--- config.mk ---
export PLATFORM = sky130hd
export DESIGN_NAME = cc_charger_ctrl
export DESIGN_NICKNAME = d
export VERILOG_FILES = /design/src/core/cc_pkg.sv /design/src/core/cc_charger_ctrl.sv
export SDC_FILE = /design/constraint.sdc
export NUM_CORES = 1
export LEC_CHECK = 0
export BUFFER_PORTS_ARGS = -buffer_cell sky130_fd_sc_hd__buf_2
export CAP_MARGIN = 40
export CORE_MARGIN = 3
export CORE_UTILIZATION = 45
export DETAILED_ROUTE_END_ITERATION = 6
export PLACE_DENSITY = 0.65
export RECOVER_POWER = 100
export SLEW_MARGIN = 20
export SYNTH_ARGS = -nofsm -noshare
export SYNTH_HDL_FRONTEND = slang
export SYNTH_SLANG_ARGS = --single-unit
--- constraint.sdc ---
create_clock -name CLK -period 3.3 [get_ports CLK]
set_clock_uncertainty 0.1 [all_clocks]
set_input_delay 0.66 -clock CLK [delete_from_list [all_inputs] [get_ports CLK]]
set_output_delay 0.66 -clock CLK [all_outputs]
set_load 0.005 [all_outputs]
--- src/core/cc_pkg.sv ---
package cc_pkg;
   typedef logic [18:0] cc_cnt_t;

   // ======================================================
   // Timing
   localparam int CLK_HZ = 25000000;
   localparam int TICK_US = 10;
   localparam logic [7:0] TICK_CYC = 8'(CLK_HZ / 1000000 * TICK_US);
   localparam int TPS = 1000000 / TICK_US;
   localparam int T_DGL_MS = 150;
   localparam int T_RST_MS = 4000;
   localparam int T_WAKE_MS = 1200;
   localparam int T_RECH_MS = 1200;
   localparam int T_CEN_MS = 15;
   localparam int T_START_US = 300;
   localparam int T_STOP_US = 500;
   localparam int T_PV_US = 25;
   localparam int T_PB_US = 50;
   localparam cc_cnt_t DGL_T = cc_cnt_t'(T_DGL_MS * (TPS / 1000));
   localparam cc_cnt_t RST_T = cc_cnt_t'(T_RST_MS * (TPS / 1000));
   localparam cc_cnt_t WAKE_T = cc_cnt_t'(T_WAKE_MS * (TPS / 1000));
   localparam cc_cnt_t RECH_T = cc_cnt_t'(T_RECH_MS * (TPS / 1000));
   localparam cc_cnt_t CEN_T = cc_cnt_t'(T_CEN_MS * (TPS / 1000));
   localparam cc_cnt_t START_T = cc_cnt_t'((T_START_US + TICK_US - 1) / TICK_US);
   localparam cc_cnt_t STOP_T = cc_cnt_t'((T_STOP_US + TICK_US - 1) / TICK_US);
   localparam cc_cnt_t PV_T = cc_cnt_t'((T_PV_US + TICK_US - 1) / TICK_US);
   localparam cc_cnt_t PB_T = cc_cnt_t'((T_PB_US + TICK_US - 1) / TICK_US);
   // Flag rates in tenths of a hertz, lowest first; half period = TPS*5/rate.
   localparam int RATE_DHZ [7] = '{41, 62, 82, 102, 128, 142, 162};
   localparam cc_cnt_t HALF_T [7] = '{cc_cnt_t'(TPS * 5 / RATE_DHZ[0]),
      cc_cnt_t'(TPS * 5 / RATE_DHZ[1]), cc_cnt_t'(TPS * 5 / RATE_DHZ[2]),
      cc_cnt_t'(TPS * 5 / RATE_DHZ[3]), cc_cnt_t'(TPS * 5 / RATE_DHZ[4]),
      cc_cnt_t'(TPS * 5 / RATE_DHZ[5]), cc_cnt_t'(TPS * 5 / RATE_DHZ[6])};

   // ======================================================
   // Pulse-count commands and register words
   localparam logic [4:0] CMD_SW_LAST = 5'h08;
   localparam logic [4:0] CMD_TAP_OFF = 5'h09;
   localparam logic [4:0] CMD_TAP_ON = 5'h0a;
   localparam logic [4:0] CMD_EOC_OFF = 5'h0b;
   localparam logic [4:0] CMD_EOC_LAST = 5'h0d;
   localparam logic [4:0] CMD_OCP_900 = 5'h0e;
   localparam logic [4:0] CMD_OCP_LAST = 5'h11;
   localparam logic [4:0] CMD_VFL_OFF = 5'h12;
   localparam logic [4:0] CMD_VFL_LAST = 5'h16;
   localparam logic [4:0] CMD_SHIP = 5'h17;
   localparam logic [4:0] CMD_AR_OFF = 5'h18;
   localparam logic [4:0] CMD_AR_ON = 5'h19;
   localparam logic [4:0] CMD_WD_OFF = 5'h1a;
   localparam logic [4:0] CMD_WD_ON = 5'h1b;
   localparam logic [1:0] A_CFG = 2'h0;
   localparam logic [1:0] A_STAT = 2'h1;
   localparam logic [1:0] A_CMD = 2'h2;

   typedef struct packed {
      logic [3:0] sw;
      logic tap;
      logic [1:0] eoc;
      logic [1:0] ocp;
      logic [2:0] vfl;
      logic ship;
      logic arech;
      logic wdog;
   } cc_cfg_t;
   localparam cc_cfg_t CFG_RST = '{sw: 4'h5, tap: 1'b0, eoc: 2'h1, ocp: 2'h0,
      vfl: 3'h0, ship: 1'b0, arech: 1'b0, wdog: 1'b0};

   typedef struct packed {
      logic ntc, therm, below_pre, tmo, ovchg, chrg, eoc;
      logic rech_low, bat_wake_ok, vin_ok, wake, kick, charge_enable_in, single_wire_protocol;
   } cc_pins_t;

   typedef enum logic [2:0] {RS_IDLE, RS_DGL, RS_PEND, RS_PULSE, RS_DONE,
      RS_WDOG} cc_rs_t;

   typedef struct packed {
      cc_pins_t s1, s2, s3, f, fp;
      logic [7:0] div;
      cc_cfg_t cfg;
      cc_cnt_t sw_cnt;
      logic sw_frame;
      logic [4:0] sw_n;
      cc_rs_t rs;
      cc_cnt_t rs_cnt;
      logic pend, nrst;
      logic [2:0] fl_idx;
      cc_cnt_t fl_cnt;
      logic fl_oe_n;
      cc_cnt_t cen_cnt, wk_cnt, ar_cnt;
      logic ntc_stop, restart, tclr, chg_en;
      logic wreq;
      logic [31:0] rdata;
   } cc_st_t;
endpackage

--- src/core/cc_charger_ctrl.sv ---
`timescale 1ns/1ns
`default_nettype none
module cc_charger_ctrl import cc_pkg::*; #(
   parameter cc_cnt_t DGL_TICKS = DGL_T,
   parameter cc_cnt_t RST_TICKS = RST_T,
   parameter cc_cnt_t WAKE_TICKS = WAKE_T,
   parameter cc_cnt_t RECH_TICKS = RECH_T
) (
   input wire logic CLK,
   input wire logic NRST,
   input wire cc_pins_t PINS,
   input wire logic [1:0] AVS_ADDRESS,
   input wire logic AVS_READ,
   input wire logic AVS_WRITE,
   input wire logic [31:0] AVS_WRITEDATA,
   output logic [31:0] AVS_READDATA,
   output logic AVS_WAITREQUEST,
   output cc_cfg_t CFG_OUT,
   output logic STATUS_FLAG_OUT,
   output logic STATUS_FLAG_OE_N,
   output logic HOST_RESET_OUT_N,
   output logic RESET_PENDING_OUT,
   output logic CHARGER_EN_OUT,
   output logic CHARGER_RESTART_OUT,
   output logic TIMER_CLEAR_OUT
);

   cc_st_t r;
   cc_st_t n;

   // ======================================================
   // Command decode shared by the wire and the bus
   function automatic cc_cfg_t apply(cc_cfg_t c, logic [4:0] k);
      cc_cfg_t o;
      logic [4:0] j;
      o = c;
      j = k - 5'h01;
      if (k != 5'h00 && k <= CMD_SW_LAST) begin
         o.sw[j[2:1]] = ~k[0];
      end
      if (k == CMD_TAP_OFF || k == CMD_TAP_ON) begin
         o.tap = (k == CMD_TAP_ON);
      end
      if (k >= CMD_EOC_OFF && k <= CMD_EOC_LAST) begin
         o.eoc = 2'(k - CMD_EOC_OFF);
      end
      if (k >= CMD_OCP_900 && k <= CMD_OCP_LAST) begin
         o.ocp = 2'(k - CMD_OCP_900);
      end
      if (k >= CMD_VFL_OFF && k <= CMD_VFL_LAST) begin
         o.vfl = 3'(k - CMD_VFL_OFF);
      end
      if (k == CMD_SHIP) begin
         o.ship = 1'b1;
      end
      if (k == CMD_AR_OFF || k == CMD_AR_ON) begin
         o.arech = (k == CMD_AR_ON);
      end
      if (k == CMD_WD_OFF || k == CMD_WD_ON) begin
         o.wdog = (k == CMD_WD_ON);
      end
      return o;
   endfunction

   logic [6:0] ev;
   assign ev = {r.f.ntc, r.f.therm, r.f.below_pre, r.f.tmo, r.f.ovchg, r.f.chrg,
      r.f.eoc};

   always_comb begin
      cc_pins_t edg;
      logic [2:0] top;
      logic tk;
      logic go;
      n = r;
      edg = r.f ^ r.fp;
      top = 3'h0;
      tk = (r.div == TICK_CYC - 8'h01);
      go = 1'b0;

      // ===================================================
      // Pin synchronisers and the 10 us tick
      // A change is taken only once stages two and three agree.
      n.s1 = PINS;
      n.s2 = r.s1;
      n.s3 = r.s2;
      n.f = (r.s2 & r.s3) | (r.f & (r.s2 ^ r.s3));
      n.fp = r.f;
      n.div = tk ? 8'h00 : r.div + 8'h01;

      // ===================================================
      // Single-wire decoder
      // The wire idles low; a long high opens a frame and a long low closes it.
      if (edg.single_wire_protocol) begin
         if (!r.f.single_wire_protocol) begin
            if (r.sw_cnt >= START_T) begin
               n.sw_frame = 1'b1;
               n.sw_n = 5'h00;
            end else if (r.sw_frame && r.sw_n != 5'h1f) begin
               n.sw_n = r.sw_n + 5'h01;
            end
         end
         n.sw_cnt = '0;
      end else begin
         if (tk && r.sw_cnt < STOP_T) begin
            n.sw_cnt = r.sw_cnt + 19'h00001;
         end
         if (!r.f.single_wire_protocol && r.sw_frame && r.sw_cnt >= STOP_T) begin
            n.cfg = apply(r.cfg, r.sw_n);
            n.sw_frame = 1'b0;
         end
      end

      // ===================================================
      // Register bus
      // Every request is answered on the second edge; no back-to-back stall.
      n.wreq = 1'b1;
      if ((AVS_READ || AVS_WRITE) && r.wreq) begin
         n.wreq = 1'b0;
         if (AVS_READ) begin
            case (AVS_ADDRESS)
               A_CFG: n.rdata = {17'h00000, r.cfg};
               A_STAT: n.rdata = {16'h0000, r.sw_n, r.rs, r.fl_idx, r.fl_oe_n,
                  r.chg_en, r.f.vin_ok, r.pend, r.nrst};
               default: n.rdata = 32'h00000000;
            endcase
         end else if (AVS_ADDRESS == A_CFG) begin
            n.cfg = cc_cfg_t'(AVS_WRITEDATA[14:0]);
         end else if (AVS_ADDRESS == A_CMD) begin
            n.cfg = apply(r.cfg, AVS_WRITEDATA[4:0]);
         end
      end

      // ===================================================
      // Wake from shipping shutdown
      // Only counted while no valid supply, so a live input masks the pin.
      if (r.cfg.ship && !r.f.vin_ok && r.f.wake) begin
         if (tk) begin
            n.wk_cnt = r.wk_cnt + 19'h00001;
         end
         if (r.wk_cnt >= WAKE_TICKS) begin
            n.wk_cnt = '0;
            if (r.f.bat_wake_ok) begin
               n.cfg.ship = 1'b0;
            end
         end
      end else begin
         n.wk_cnt = '0;
      end

      // ===================================================
      // Charger enable and restarts
      n.restart = 1'b0;
      n.tclr = 1'b0;
      n.chg_en = r.f.charge_enable_in && !r.cfg.ship;
      if (!r.f.charge_enable_in) begin
         if (tk && r.cen_cnt < CEN_T) begin
            n.cen_cnt = r.cen_cnt + 19'h00001;
         end
      end else begin
         n.cen_cnt = '0;
      end
      if (edg.charge_enable_in && !r.f.charge_enable_in && r.f.ntc) begin
         n.tclr = 1'b1;
         n.ntc_stop = 1'b1;
      end
      if (edg.charge_enable_in && r.f.charge_enable_in) begin
         n.ntc_stop = 1'b0;
         if (!r.f.ovchg && r.cen_cnt >= CEN_T) begin
            n.restart = r.f.tmo || r.f.below_pre || r.f.eoc ||
               (r.ntc_stop && !r.f.ntc);
         end
      end
      if (r.cfg.arech && r.f.eoc && r.f.rech_low && r.f.charge_enable_in && !r.f.ovchg) begin
         if (tk) begin
            n.ar_cnt = r.ar_cnt + 19'h00001;
         end
         if (r.ar_cnt >= RECH_TICKS) begin
            n.ar_cnt = '0;
            n.restart = 1'b1;
         end
      end else begin
         n.ar_cnt = '0;
      end

      // ===================================================
      // Status flag encoder
      for (int i = 0; i < 7; i++) begin
         if (ev[i]) begin
            top = 3'(i);
         end
      end
      if (!r.f.vin_ok) begin
         n.fl_oe_n = 1'b1;
         n.fl_cnt = '0;
      end else if (ev == 7'h00) begin
         n.fl_oe_n = 1'b0;
         n.fl_cnt = '0;
      end else if (top != r.fl_idx) begin
         n.fl_idx = top;
         n.fl_cnt = '0;
         n.fl_oe_n = 1'b0;
      end else if (tk) begin
         n.fl_cnt = r.fl_cnt + 19'h00001;
         if (r.fl_cnt >= HALF_T[r.fl_idx] - 19'h00001) begin
            n.fl_cnt = '0;
            n.fl_oe_n = ~r.fl_oe_n;
         end
      end

      // ===================================================
      // Smart reset and watchdog
      // This path never touches charger state, so resets cannot disturb charging.
      if (tk) begin
         n.rs_cnt = r.rs_cnt + 19'h00001;
      end
      case (r.rs)
         RS_IDLE: begin
            n.rs_cnt = '0;
            if (r.cfg.wdog) begin
               n.rs = RS_WDOG;
            end else if (r.f.vin_ok) begin
               n.rs = RS_DGL;
            end
         end
         RS_DGL: begin
            if (!r.f.vin_ok) begin
               n.rs = RS_IDLE;
            end else if (r.rs_cnt >= DGL_TICKS) begin
               n.rs = RS_PEND;
               n.pend = 1'b1;
               n.rs_cnt = '0;
            end
         end
         RS_PEND: begin
            if (!r.f.vin_ok && !r.cfg.wdog) begin
               n.rs = RS_IDLE;
               n.pend = 1'b0;
            end else if (!r.cfg.wdog && r.f.kick) begin
               go = 1'b1;
            end else if (r.rs_cnt >= RST_TICKS) begin
               if (r.cfg.wdog && r.f.kick) begin
                  n.rs = RS_WDOG;
                  n.pend = 1'b0;
                  n.rs_cnt = '0;
               end else begin
                  go = 1'b1;
               end
            end
         end
         RS_PULSE: begin
            // The count runs on into the next watchdog period, so pulses recur fall to fall.
            if (r.rs_cnt >= (r.f.vin_ok ? PV_T : PB_T)) begin
               n.nrst = 1'b1;
               n.rs = r.cfg.wdog ? RS_WDOG : RS_DONE;
            end
         end
         RS_DONE: begin
            n.rs_cnt = '0;
            if (r.cfg.wdog) begin
               n.rs = RS_WDOG;
            end else if (!r.f.vin_ok) begin
               n.rs = RS_IDLE;
            end
         end
         RS_WDOG: begin
            if (r.rs_cnt >= RST_TICKS) begin
               n.rs_cnt = '0;
               go = !r.f.kick;
            end
         end
         default: begin
            n.rs = RS_IDLE;
         end
      endcase
      if (go) begin
         n.rs = RS_PULSE;
         n.pend = 1'b0;
         n.nrst = 1'b0;
         n.rs_cnt = '0;
      end
      if (r.cfg.wdog && !n.cfg.wdog) begin
         n.rs = RS_IDLE;
         n.pend = 1'b0;
         n.nrst = 1'b1;
         n.rs_cnt = '0;
      end
   end

   always_ff @(posedge CLK or negedge NRST) begin
      if (!NRST) begin
         r <= '0;
         r.cfg <= CFG_RST;
         r.nrst <= 1'b1;
         r.fl_oe_n <= 1'b1;
         r.wreq <= 1'b1;
      end else begin
         r <= n;
      end
   end

   assign AVS_READDATA = r.rdata;
   assign AVS_WAITREQUEST = r.wreq;
   assign CFG_OUT = r.cfg;
   assign STATUS_FLAG_OUT = 1'b0;
   assign STATUS_FLAG_OE_N = r.fl_oe_n;
   assign HOST_RESET_OUT_N = r.nrst;
   assign RESET_PENDING_OUT = r.pend;
   assign CHARGER_EN_OUT = r.chg_en;
   assign CHARGER_RESTART_OUT = r.restart;
   assign TIMER_CLEAR_OUT = r.tclr;
endmodule
`default_nettype wire

Yosys cells after proc, flatten, opt, wreduce, memory -nomap -nowiden
Memory sizes are Yosys's and may differ from the RTL's.
Cells that the tools add are included.
- reduce and logical (&&, ||, !) cells: 73
- $add $sub $neg: 17
- multiplexer cells: 100
- equality and inequality tests: 46
- magnitude comparators: 30
- bitwise gates (word level): 11
- operators with widths (cell ; count):
    19-bit 2-to-1 mux ; 14
    20-bit 2-to-1 mux ; 7
    19-bit by 1-bit adder with 19-bit output, second input constant ; 6
    23-bit 2-to-1 mux ; 4
    15-bit 2-to-1 mux ; 6
    19-bit one-hot mux with 4 select lines ; 1
    5-bit equality test, second input constant ; 10
    24-bit 2-to-1 mux ; 2
    3-bit 2-to-1 mux ; 14
    19-bit by 17-bit greater-or-equal comparator with 1-bit output, second input constant ; 2
    5-bit != test, second input constant ; 7
    33-bit 2-to-1 mux ; 1
    1-bit logical AND ; 32
    32-bit 2-to-1 mux ; 1
    16-bit one-hot mux with 2 select lines ; 1
    1-bit 2-to-1 mux ; 30
    5-bit by 4-bit != test with 1-bit output, second input constant ; 6
    14-bit bitwise AND ; 2
    5-bit by 4-bit equality test with 1-bit output, second input constant ; 4
    5-bit by 4-bit greater-or-equal comparator with 1-bit output, second input constant ; 4
    5-bit by 4-bit <= comparator with 1-bit output, second input constant ; 4
    5-bit <= comparator, second input constant ; 4
    19-bit by 11-bit greater-or-equal comparator with 1-bit output, second input constant ; 1
    19-bit by 14-bit greater-or-equal comparator with 1-bit output, second input constant ; 1
    other kinds (58) ; 113
- input bits: 52
- register bits after elaboration: 247
- bits in read-only memories: 152
- memories kept: 1
- word-level logic and storage cells: 364
- memory list (memory ; words ; bits a word ; rd ports ; clocked after Yosys merged registers in ; wr ports ; RTL line ; RTL):
    (no name shown) ; 8 ; 19 ; 1 ; 0 ; 0 ; cc_charger_ctrl.sv:204 ; if (r.fl_cnt >= HALF_T[r.fl_idx] - 19'h00001) begin

Logic depth before layout (Yosys ltp)
Gate-level depths: netlist of the first run.
- word-level depth: 17
- depth in mapped cells: 19
- depth with buffers taken out: 17

Least setup slack after synthesis of the first run
Ideal clock, no wire load.
- kind: register to register
- start point: reg r[115] (netlist bit)
- end point: reg r[99] (netlist bit)
- arrival time: 3.320 ns
- buffers on the path: 2
- cell stages (with the launch flop): 19
- setup slack: -0.248 ns
- cell sequence: dfrtp_1 clkinv_1 ha_1 mux2i_1 nand3_1 nor2_1 nor2_1 nor2_1 a21oi_1 ha_1 a21o_1 a21oi_1 nor3_1 a31oi_1 a21oi_1 clkbuf_1 buf_1 a2bb2oi_1 o31ai_1
- word-level cells in the longest chain between the ends: 11
- elaborated cells between the ends (all ways): 13
- classes of those cells: 1 x add/sub; 1 x order compare; 2 x eq/ne; 7 x mux; 1 x bitwise; 1 x memory
- RTL lines (element ; RTL line ; RTL):
    start: declaration ; cc_charger_ctrl.sv:28 ; cc_st_t r;
    start signal: assignment ; cc_charger_ctrl.sv:297 ; r <= n;
    3-bit inverter with 4-bit output (not written as such) ; cc_charger_ctrl.sv:204 ;
    memory read 8 x 19 bit ; -- ;
    19-bit 2-to-1 mux (not written as such) (2 in a row) ; cc_charger_ctrl.sv:204 ;
    19-bit by 1-bit subtractor with 19-bit output ; cc_charger_ctrl.sv:204 ;
    19-bit greater-or-equal comparator ; cc_charger_ctrl.sv:204 ;
    20-bit 2-to-1 mux ; cc_charger_ctrl.sv:204 ;
    20-bit 2-to-1 mux ; cc_charger_ctrl.sv:202 ; end else if (tk) begin
    20-bit 2-to-1 mux ; cc_charger_ctrl.sv:198 ; end else if (top != r.fl_idx) begin
    20-bit 2-to-1 mux ; cc_charger_ctrl.sv:195 ; end else if (ev == 7'h00) begin
    20-bit 2-to-1 mux ; cc_charger_ctrl.sv:192 ; if (!r.f.vin_ok) begin
Several ways; a longest one is shown, not always the timed one. The select of a mux whose other input is x is not followed.
A chain may end at the register's enable or synchronous reset.

Worst setup path after layout of the first run
- start point: reg r[114] (netlist bit)
- end point: reg r[101] (netlist bit)
The elaborated chain is that of the path after synthesis.

==> results of run 1 <==
[registers in the layout, summed over array words and instances, names as in the netlist]
register	flops
ev	7
AVS_WAITREQUEST	1
RESET_PENDING_OUT	1
CHARGER_RESTART_OUT	1
HOST_RESET_OUT_N	1
AVS_READDATA	16
n	35
CHARGER_EN_OUT	1
TIMER_CLEAR_OUT	1
r	151
CFG_OUT	15
STATUS_FLAG_OE_N	1
[path summary, 6_finish.rpt]
kind	cells after the start	from	endpoint	slack (ps)
setup reg to reg	16	r[114]$_DFFE_PN0P_	r[101]$_DFFE_PN0P_	110
min in group asynchronous	2	NRST	AVS_READDATA[12]$_DFFE_PN0P_	1050
hold / removal	1	PINS[7]	n[238]$_DFF_PN0_	120
setup / recovery	16	r[114]$_DFFE_PN0P_	r[101]$_DFFE_PN0P_	110
max in group asynchronous	3	NRST	n[244]$_DFF_PN0_	430
hold reg to reg	0	n[237]$_DFF_PN0_	n[223]$_DFF_PN0_	240
[what timing repair did]
| action | CTS | global route |
|---|---|---|
| setup endpoints to repair | 1 | 20 |
| resized for setup | 3 | 13 |
| pin swaps | 0 | 10 |
| buffers inserted | 2 | 1 |
| hold buffers | 1 | 0 |
| hold endpoints to repair | 21 | 0 |
[final cells by class]
type	count	area (sq um)
multi-input cells	927	6090
well taps	372	465
inverters	42	161
clock buffers	36	790
flip-flops and latches	231	5790
fillers	2481	13000
clock inverters	14	200
repair buffers	118	672
[cells by family after synthesis]
family	count (synthesis)
XOR/XNOR	66
flip-flops	231
AND/OR/NAND/NOR	486
other	2
adder cells (fa/ha/maj)	76
AO/OA/AOI/OAI	250
multiplexers	25
buffers and inverters	142
[cells in the final DEF, fill, tap and decap left out, types with 11 or more instances in the layout]
cell type / count
a21o_1: 25
a21oi_1: 42
a2bb2oi_1: 13
and2_0: 11
and3_1: 16
buf_2: 57
buf_4: 35
clkbuf_1: 22
clkbuf_16: 27
conb_1: 24
dfrtp_1: 223
ha_1: 74
inv_1: 38
mux2i_1: 21
nand2_1: 113
nand2b_1: 11
nand3_1: 48
nand4_1: 35
nor2_1: 129
nor2b_1: 22
nor3_1: 22
nor4_1: 19
o21ai_0: 56
o31ai_1: 22
or3_1: 11
xnor2_1: 24
xor2_1: 42
[power groups by stage]
stage                     clock network, W  logic [W]  registers, W
after CTS                          0.00331    0.00127       0.00327
after global placement                   0    0.00123       0.00332
final                              0.00322    0.00123       0.00327
after floorplan                          0   0.000965       0.00321
after global routing               0.00342    0.00139       0.00330
after detailed placement                 0    0.00125       0.00332
[through the flow]
step	utilization [%]	hold slack [ps]	area (sq um)
global route	52.1	97.4	14200
floorplan	-	231	12600
finish	52.1	122	14200
CTS	52.4	96.2	14200
detailed placement	48.7	235	13200
global placement	48.7	235	13200
[per-layer routing]
| layer | global-route usage (%) | up-vias |
|---|---|---|
| met4 | 4.39 | 0 |
| met5 | 0 | - |
| met2 | 28.4 | 207 |
| li1 | - | 4589 |
| met1 | 25.5 | 4560 |
| met3 | 2.50 | 35 |
[critical path: stages, from the launching register on]
cell      delay, ps
dfrtp_2         440
ha_1            230
mux2i_2         230
nand3_2         120
nor2_1          110
nor2_1           50
nor2_1          120
a21oi_2          50
ha_1            310
a21o_1          170
a21oi_2         110
nor3_1           60
a31oi_1         180
a21oi_2         110
nand4b_1        170
buf_4           200
o31ai_1         280
==> results.yml, run 1 <==
detailed_routing:
  vias: 9391
  wl_met1_um: 12800
  routed.top_layer: "met4"
  firstDrtPassIters: 5
  dr.first_iter.drc_count: 633
  wl_per_cell_um: 15.4
  viasPerCell: 5.40
  wl_met3_um: 1330
  routed_wl_um: 26900
  drc: 0
  wl_met2_um: 12200
  drtAntennaViolNets: 0
pwr:
  total_power_w: 0.00771
  p_sw_share_pct: 27.9
  seqPwrFrac_pct: 42.4
  p_sw_w: 0.00215
  peakVddDrop_mv: 0.337
  power_leakage_nw: 6.45
  power_frac_comb_pct: 15.9
  clock_power_share_pct: 41.7
  internal_power_w: 0.00556
  power_density_nw_per_um2: 544
logic_synthesis:
  synthXorXnorAreaFrac_pct: 4.61
  synth.most_common_cell: "dfrtp_1"
  synth_common_cells: "dfrtp_1 (225), nor2_1 (125), nand2_1 (113), ha_1 (76), o21ai_0 (57)"
  yosysTopAreaCell: "dfrtp_1"
  synth_cell_type_count: 83
  synth_area_leaders: "dfrtp_1 (45%), ha_1 (7.6%), nor2_1 (3.7%)"
  ys_seq_area_share_pct: 46.1
  synthCells: 1278
  async_reset_ff_share_pct: 100
  yosys.area_share.simple_pct: 20.1
  yosysWarnings: 0
  synth_seq_cells: 231
  synth_top_area_share_pct: 44.9
  synth_top_family_by_area: "simple AND/OR/NAND/NOR gates"
  synth.avg_cell_area_sq_um: 9.82
  synthMuxAreaShare_pct: 2.02
  synth_fa_ha_area_share_pct: 7.58
  synth_edf_count: 0
  synth_compound_area_share_pct: 13.6
  synth_ff_type: "dfrtp_1"
  syn-cell-area_sq_um: 12500
outcome:
  status: "complete, but fails checks"
  violations: "max-capacitance violations, max-slew violations"
flow_run:
  maxCapViolations: 1
cells_and_area:
  area_delta_synth_final_pct: 12.9
  finalNonFillerCells: 1740
  drive_gt1_share_pct: 13.9
  final_nets: 1475
  antenna_cells: 0
clock_tree:
  cts_tree: "built"
  clockRootBuffer: "clkbuf_16"
  htree_num_levels: 1
  clk_pin_slew_ps: 60
  clkLatencyLatePin_ps: 540
  cts.sinks: 231
  cts_buffers: 27
  clockBufferDepth: 3
timing:
  max_clock_freq_mhz: 314
  worst_slew_pin_slew_ps: 1800
  setup_ws_ps: 113
  maxSlewViolCount: 70
  setup_viol: 0
  rsz0062_at_grt: "true"
  post-route-period-util_pct: 96.6
  hold_viol: 0
  setup_tns_ps: 0
  fin_crit_ps: 3190
  relSlewSlack_pct: -20.3
min_path:
  hold_class: "in -> reg"
die:
  die_h_um: 173
  rows: 60
  io_pins: 107
  start_util_pct: 46.2
  core_sq_um: 27200
  fp.dieW_um: 173
  die_area_sq_um: 29900
global_route:
  grt_usage_pct: 17.7
  grt_max_degree: 71
  grt_pass1_wl_um: 45400
  grt-ovfl-total: 0
  antenna_found_initial: 0
  grt_pass1_vias: 9077
setup_path:
  critPathArrivalTime_ps: 3510
  crit_fanout: 13
  cp-end-kind: "flip-flop"
  cp-start-kind: "flip-flop"
  worst-setup-path-type: "reg -> reg"
  required_ps: 3620
place:
  io_buffers: 72
  hpwlAfterDp_um: 18800
  place_inst: 1685
  dp_slack_ps: -72.5
  place_congestion: 0.892
Power figures use the tool's default switching activity.
==> run 2, diff against run 1 <==
CELL_PAD_IN_SITES_DETAIL_PLACEMENT = 0   (was default)
CELL_PAD_IN_SITES_GLOBAL_PLACEMENT = 2   (was default)
CORE_UTILIZATION = 35   (was 45)
PLACE_DENSITY = default   (was 0.65)
PLACE_DENSITY_LB_ADDON = 0.1   (was default)
==> run 2 against run 1 <==
Net effect:
- the run still ends with max-capacitance violations, max-slew violations left
- sequential power is essentially flat
- register-to-register slack lost 70 ps
- utilization shrank 10 points
- combinational power grew 13%
- critical path type unchanged
- critical endpoint is now r[95]$_DFFE_PN0P_
- largest cell class unchanged
- highest routed layer unchanged
==> results.yml, run 2 (same netlist as run 1, synthesis figures left out) <==
outcome:
  status: "complete, but fails checks"
  violations: "max-capacitance violations, max-slew violations"
cells_and_area:
  antenna_cells: 0
  final_nets: 1493
  area_delta_synth_final_pct: 16.5
  drive_gt1_share_pct: 15.0
  largest_reg_flops: 151
  fin_util_pct: 41.8
  final_common_cell: "dfrtp_1"
  final_cell_mix: "dfrtp_1 (223), nor2_1 (125), nand2_1 (113)"
  top_register: "r"
  finalNonFillerCells: 1841
detailed_routing:
  drtAntennaViolNets: 0
  firstDrtPassIters: 4
  vias: 9255
  routed_wl_um: 30900
  viasPerCell: 5.03
  wl_per_cell_um: 16.8
  drc: 0
  dr.first_iter.drc_count: 491
timing:
  maxSlewViolCount: 75
  hold_ws_ps: 89.9
  setup_viol: 0
  hold_viol: 0
  setup_ws_ps: 44.4
  relSlewSlack_pct: -41.0
  rsz0062_at_grt: "true"
  worst_slew_pin_slew_ps: 2120
  max_clock_freq_mhz: 307
  fin_crit_ps: 3260
  post-route-period-util_pct: 98.7
setup_path:
  cp-end-kind: "flip-flop"
  cp-start-kind: "flip-flop"
  cpPeakStageDelay_ps: 610
  crit_fanout: 5
  path_cells: "clkinv_4 > buf_6 > ha_4 > buf_4 > o32ai_4 > a21oi_2 > ha_1 > a21o_1 > a21oi_2 > nor3_1 > a31oi_1 > a21oi_2 > or4b_2 > a21boi_1"
  required_ps: 3670
  critPathArrivalTime_ps: 3620
  slowest_stage: "or4b_2"
  crit_top_cell: "a21oi_2"
  worst-setup-path-type: "reg -> reg"
die:
  core_sq_um: 35000
  start_util_pct: 35.9
  die_area_sq_um: 38200
  die_h_um: 195
  fp.dieW_um: 195
  rows: 68
  io_pins: 107
clock_tree:
  cts_buffers: 28
  htree_num_levels: 1
  clk_pin_slew_ps: 60
  clockRootBuffer: "clkbuf_16"
  cts.sinks: 231
  cts_tree: "built"
  clkLatencyLatePin_ps: 580
  clockBufferDepth: 3
place:
  hpwlAfterDp_um: 21500
  io_buffers: 72
  place_congestion: 0.783
  place_inst: 1779
  dp_slack_ps: -147
global_route:
  grt-ovfl-total: 0
  grt_max_degree: 76
  grt_usage_pct: 16.2
  antenna_found_initial: 0
  grt_pass1_wl_um: 51400
  grt_pass1_vias: 9389
flow_run:
  maxCapViolations: 1
pwr:
  peakVddDrop_mv: 0.411
  power_leakage_nw: 6.52
  power_density_nw_per_um2: 553
min_path:
  hold_class: "in -> reg"
-- run 2: changes by cell type in the layout (fill, tap and decap cells not counted), sizes merged --
cell and change:
inv -1, bufinv +2, clkbuf +14, buf +3
-- run 2: cell type report --
class	count	area, sq um
Tap cell	455	569
Inverter	42	165
Fill cell	3484	20400
Clock buffer	36	781
Clock inverter	15	258
Timing Repair Buffer	135	807
Sequential cell	231	5790
Multi-Input combinational cell	927	6240
-- run 2: what timing repair did --
action | 4_1_cts | 5_1_grt
resized for setup | 8 | 31
gates cloned | 0 | 0
pin swaps | 1 | 12
hold buffers | 1 | 0
hold endpoints to repair | 11 | 0
setup buffers | 2 | 8
endpoints found under the setup margin | 18 | 19
-- run 2: worst max-delay path, delay by kind of cell (launching register included) --
kind	cells	cell delay [ps]
fa+ha+maj	2	570
simple gates	2	670
compound gates	7	1050
flops	1	410
buf+inv	3	380
-- run 2: layer usage --
| metal | global-route usage (%) | wire [um] | up-vias |
|---|---|---|---|
| met4 | 3.06 | 544 | 0 |
| met2 | 24.4 | 13400 | 111 |
| li1 | - | - | 4623 |
| met5 | 0 | 0 | - |
| met1 | 24.7 | 15900 | 4488 |
| met3 | 2.81 | 1110 | 33 |
-- run 2: metrics by stage --
step                area (sq um)  setup TNS [ps]  total power [W]
floorplan                  12600               0          0.00417
global placement           13400            -389          0.00461
detailed placement         13400            -916          0.00461
CTS                        14500               0          0.00813
global route               14600            -302          0.00853
finish                     14600               0          0.00808
-- run 2: power breakdown --
part | switching (W) | total (W) | internal [W]
sequential | 0.000250 | 0.00328 | 0.00303
clock | 0.00126 | 0.00341 | 0.00214
combinational | 0.000791 | 0.00139 | 0.000599
total | 0.00230 | 0.00808 | 0.00577
-- run 2: worst paths after layout --
kind | slack (ps) | depth (start not counted) | from | endpoint
setup / recovery | 40 | 14 | r[115]$_DFFE_PN0P_ | r[95]$_DFFE_PN0P_
setup reg to reg | 40 | 14 | r[115]$_DFFE_PN0P_ | r[95]$_DFFE_PN0P_
hold / removal | 90 | 1 | PINS[0] | n[231]$_DFF_PN0_
max in group asynchronous | 460 | 3 | NRST | r[60]$_DFFE_PN0P_
hold reg to reg | 250 | 0 | n[232]$_DFF_PN0_ | n[218]$_DFF_PN0_
min in group asynchronous | 1160 | 2 | NRST | AVS_READDATA[12]$_DFFE_PN0P_
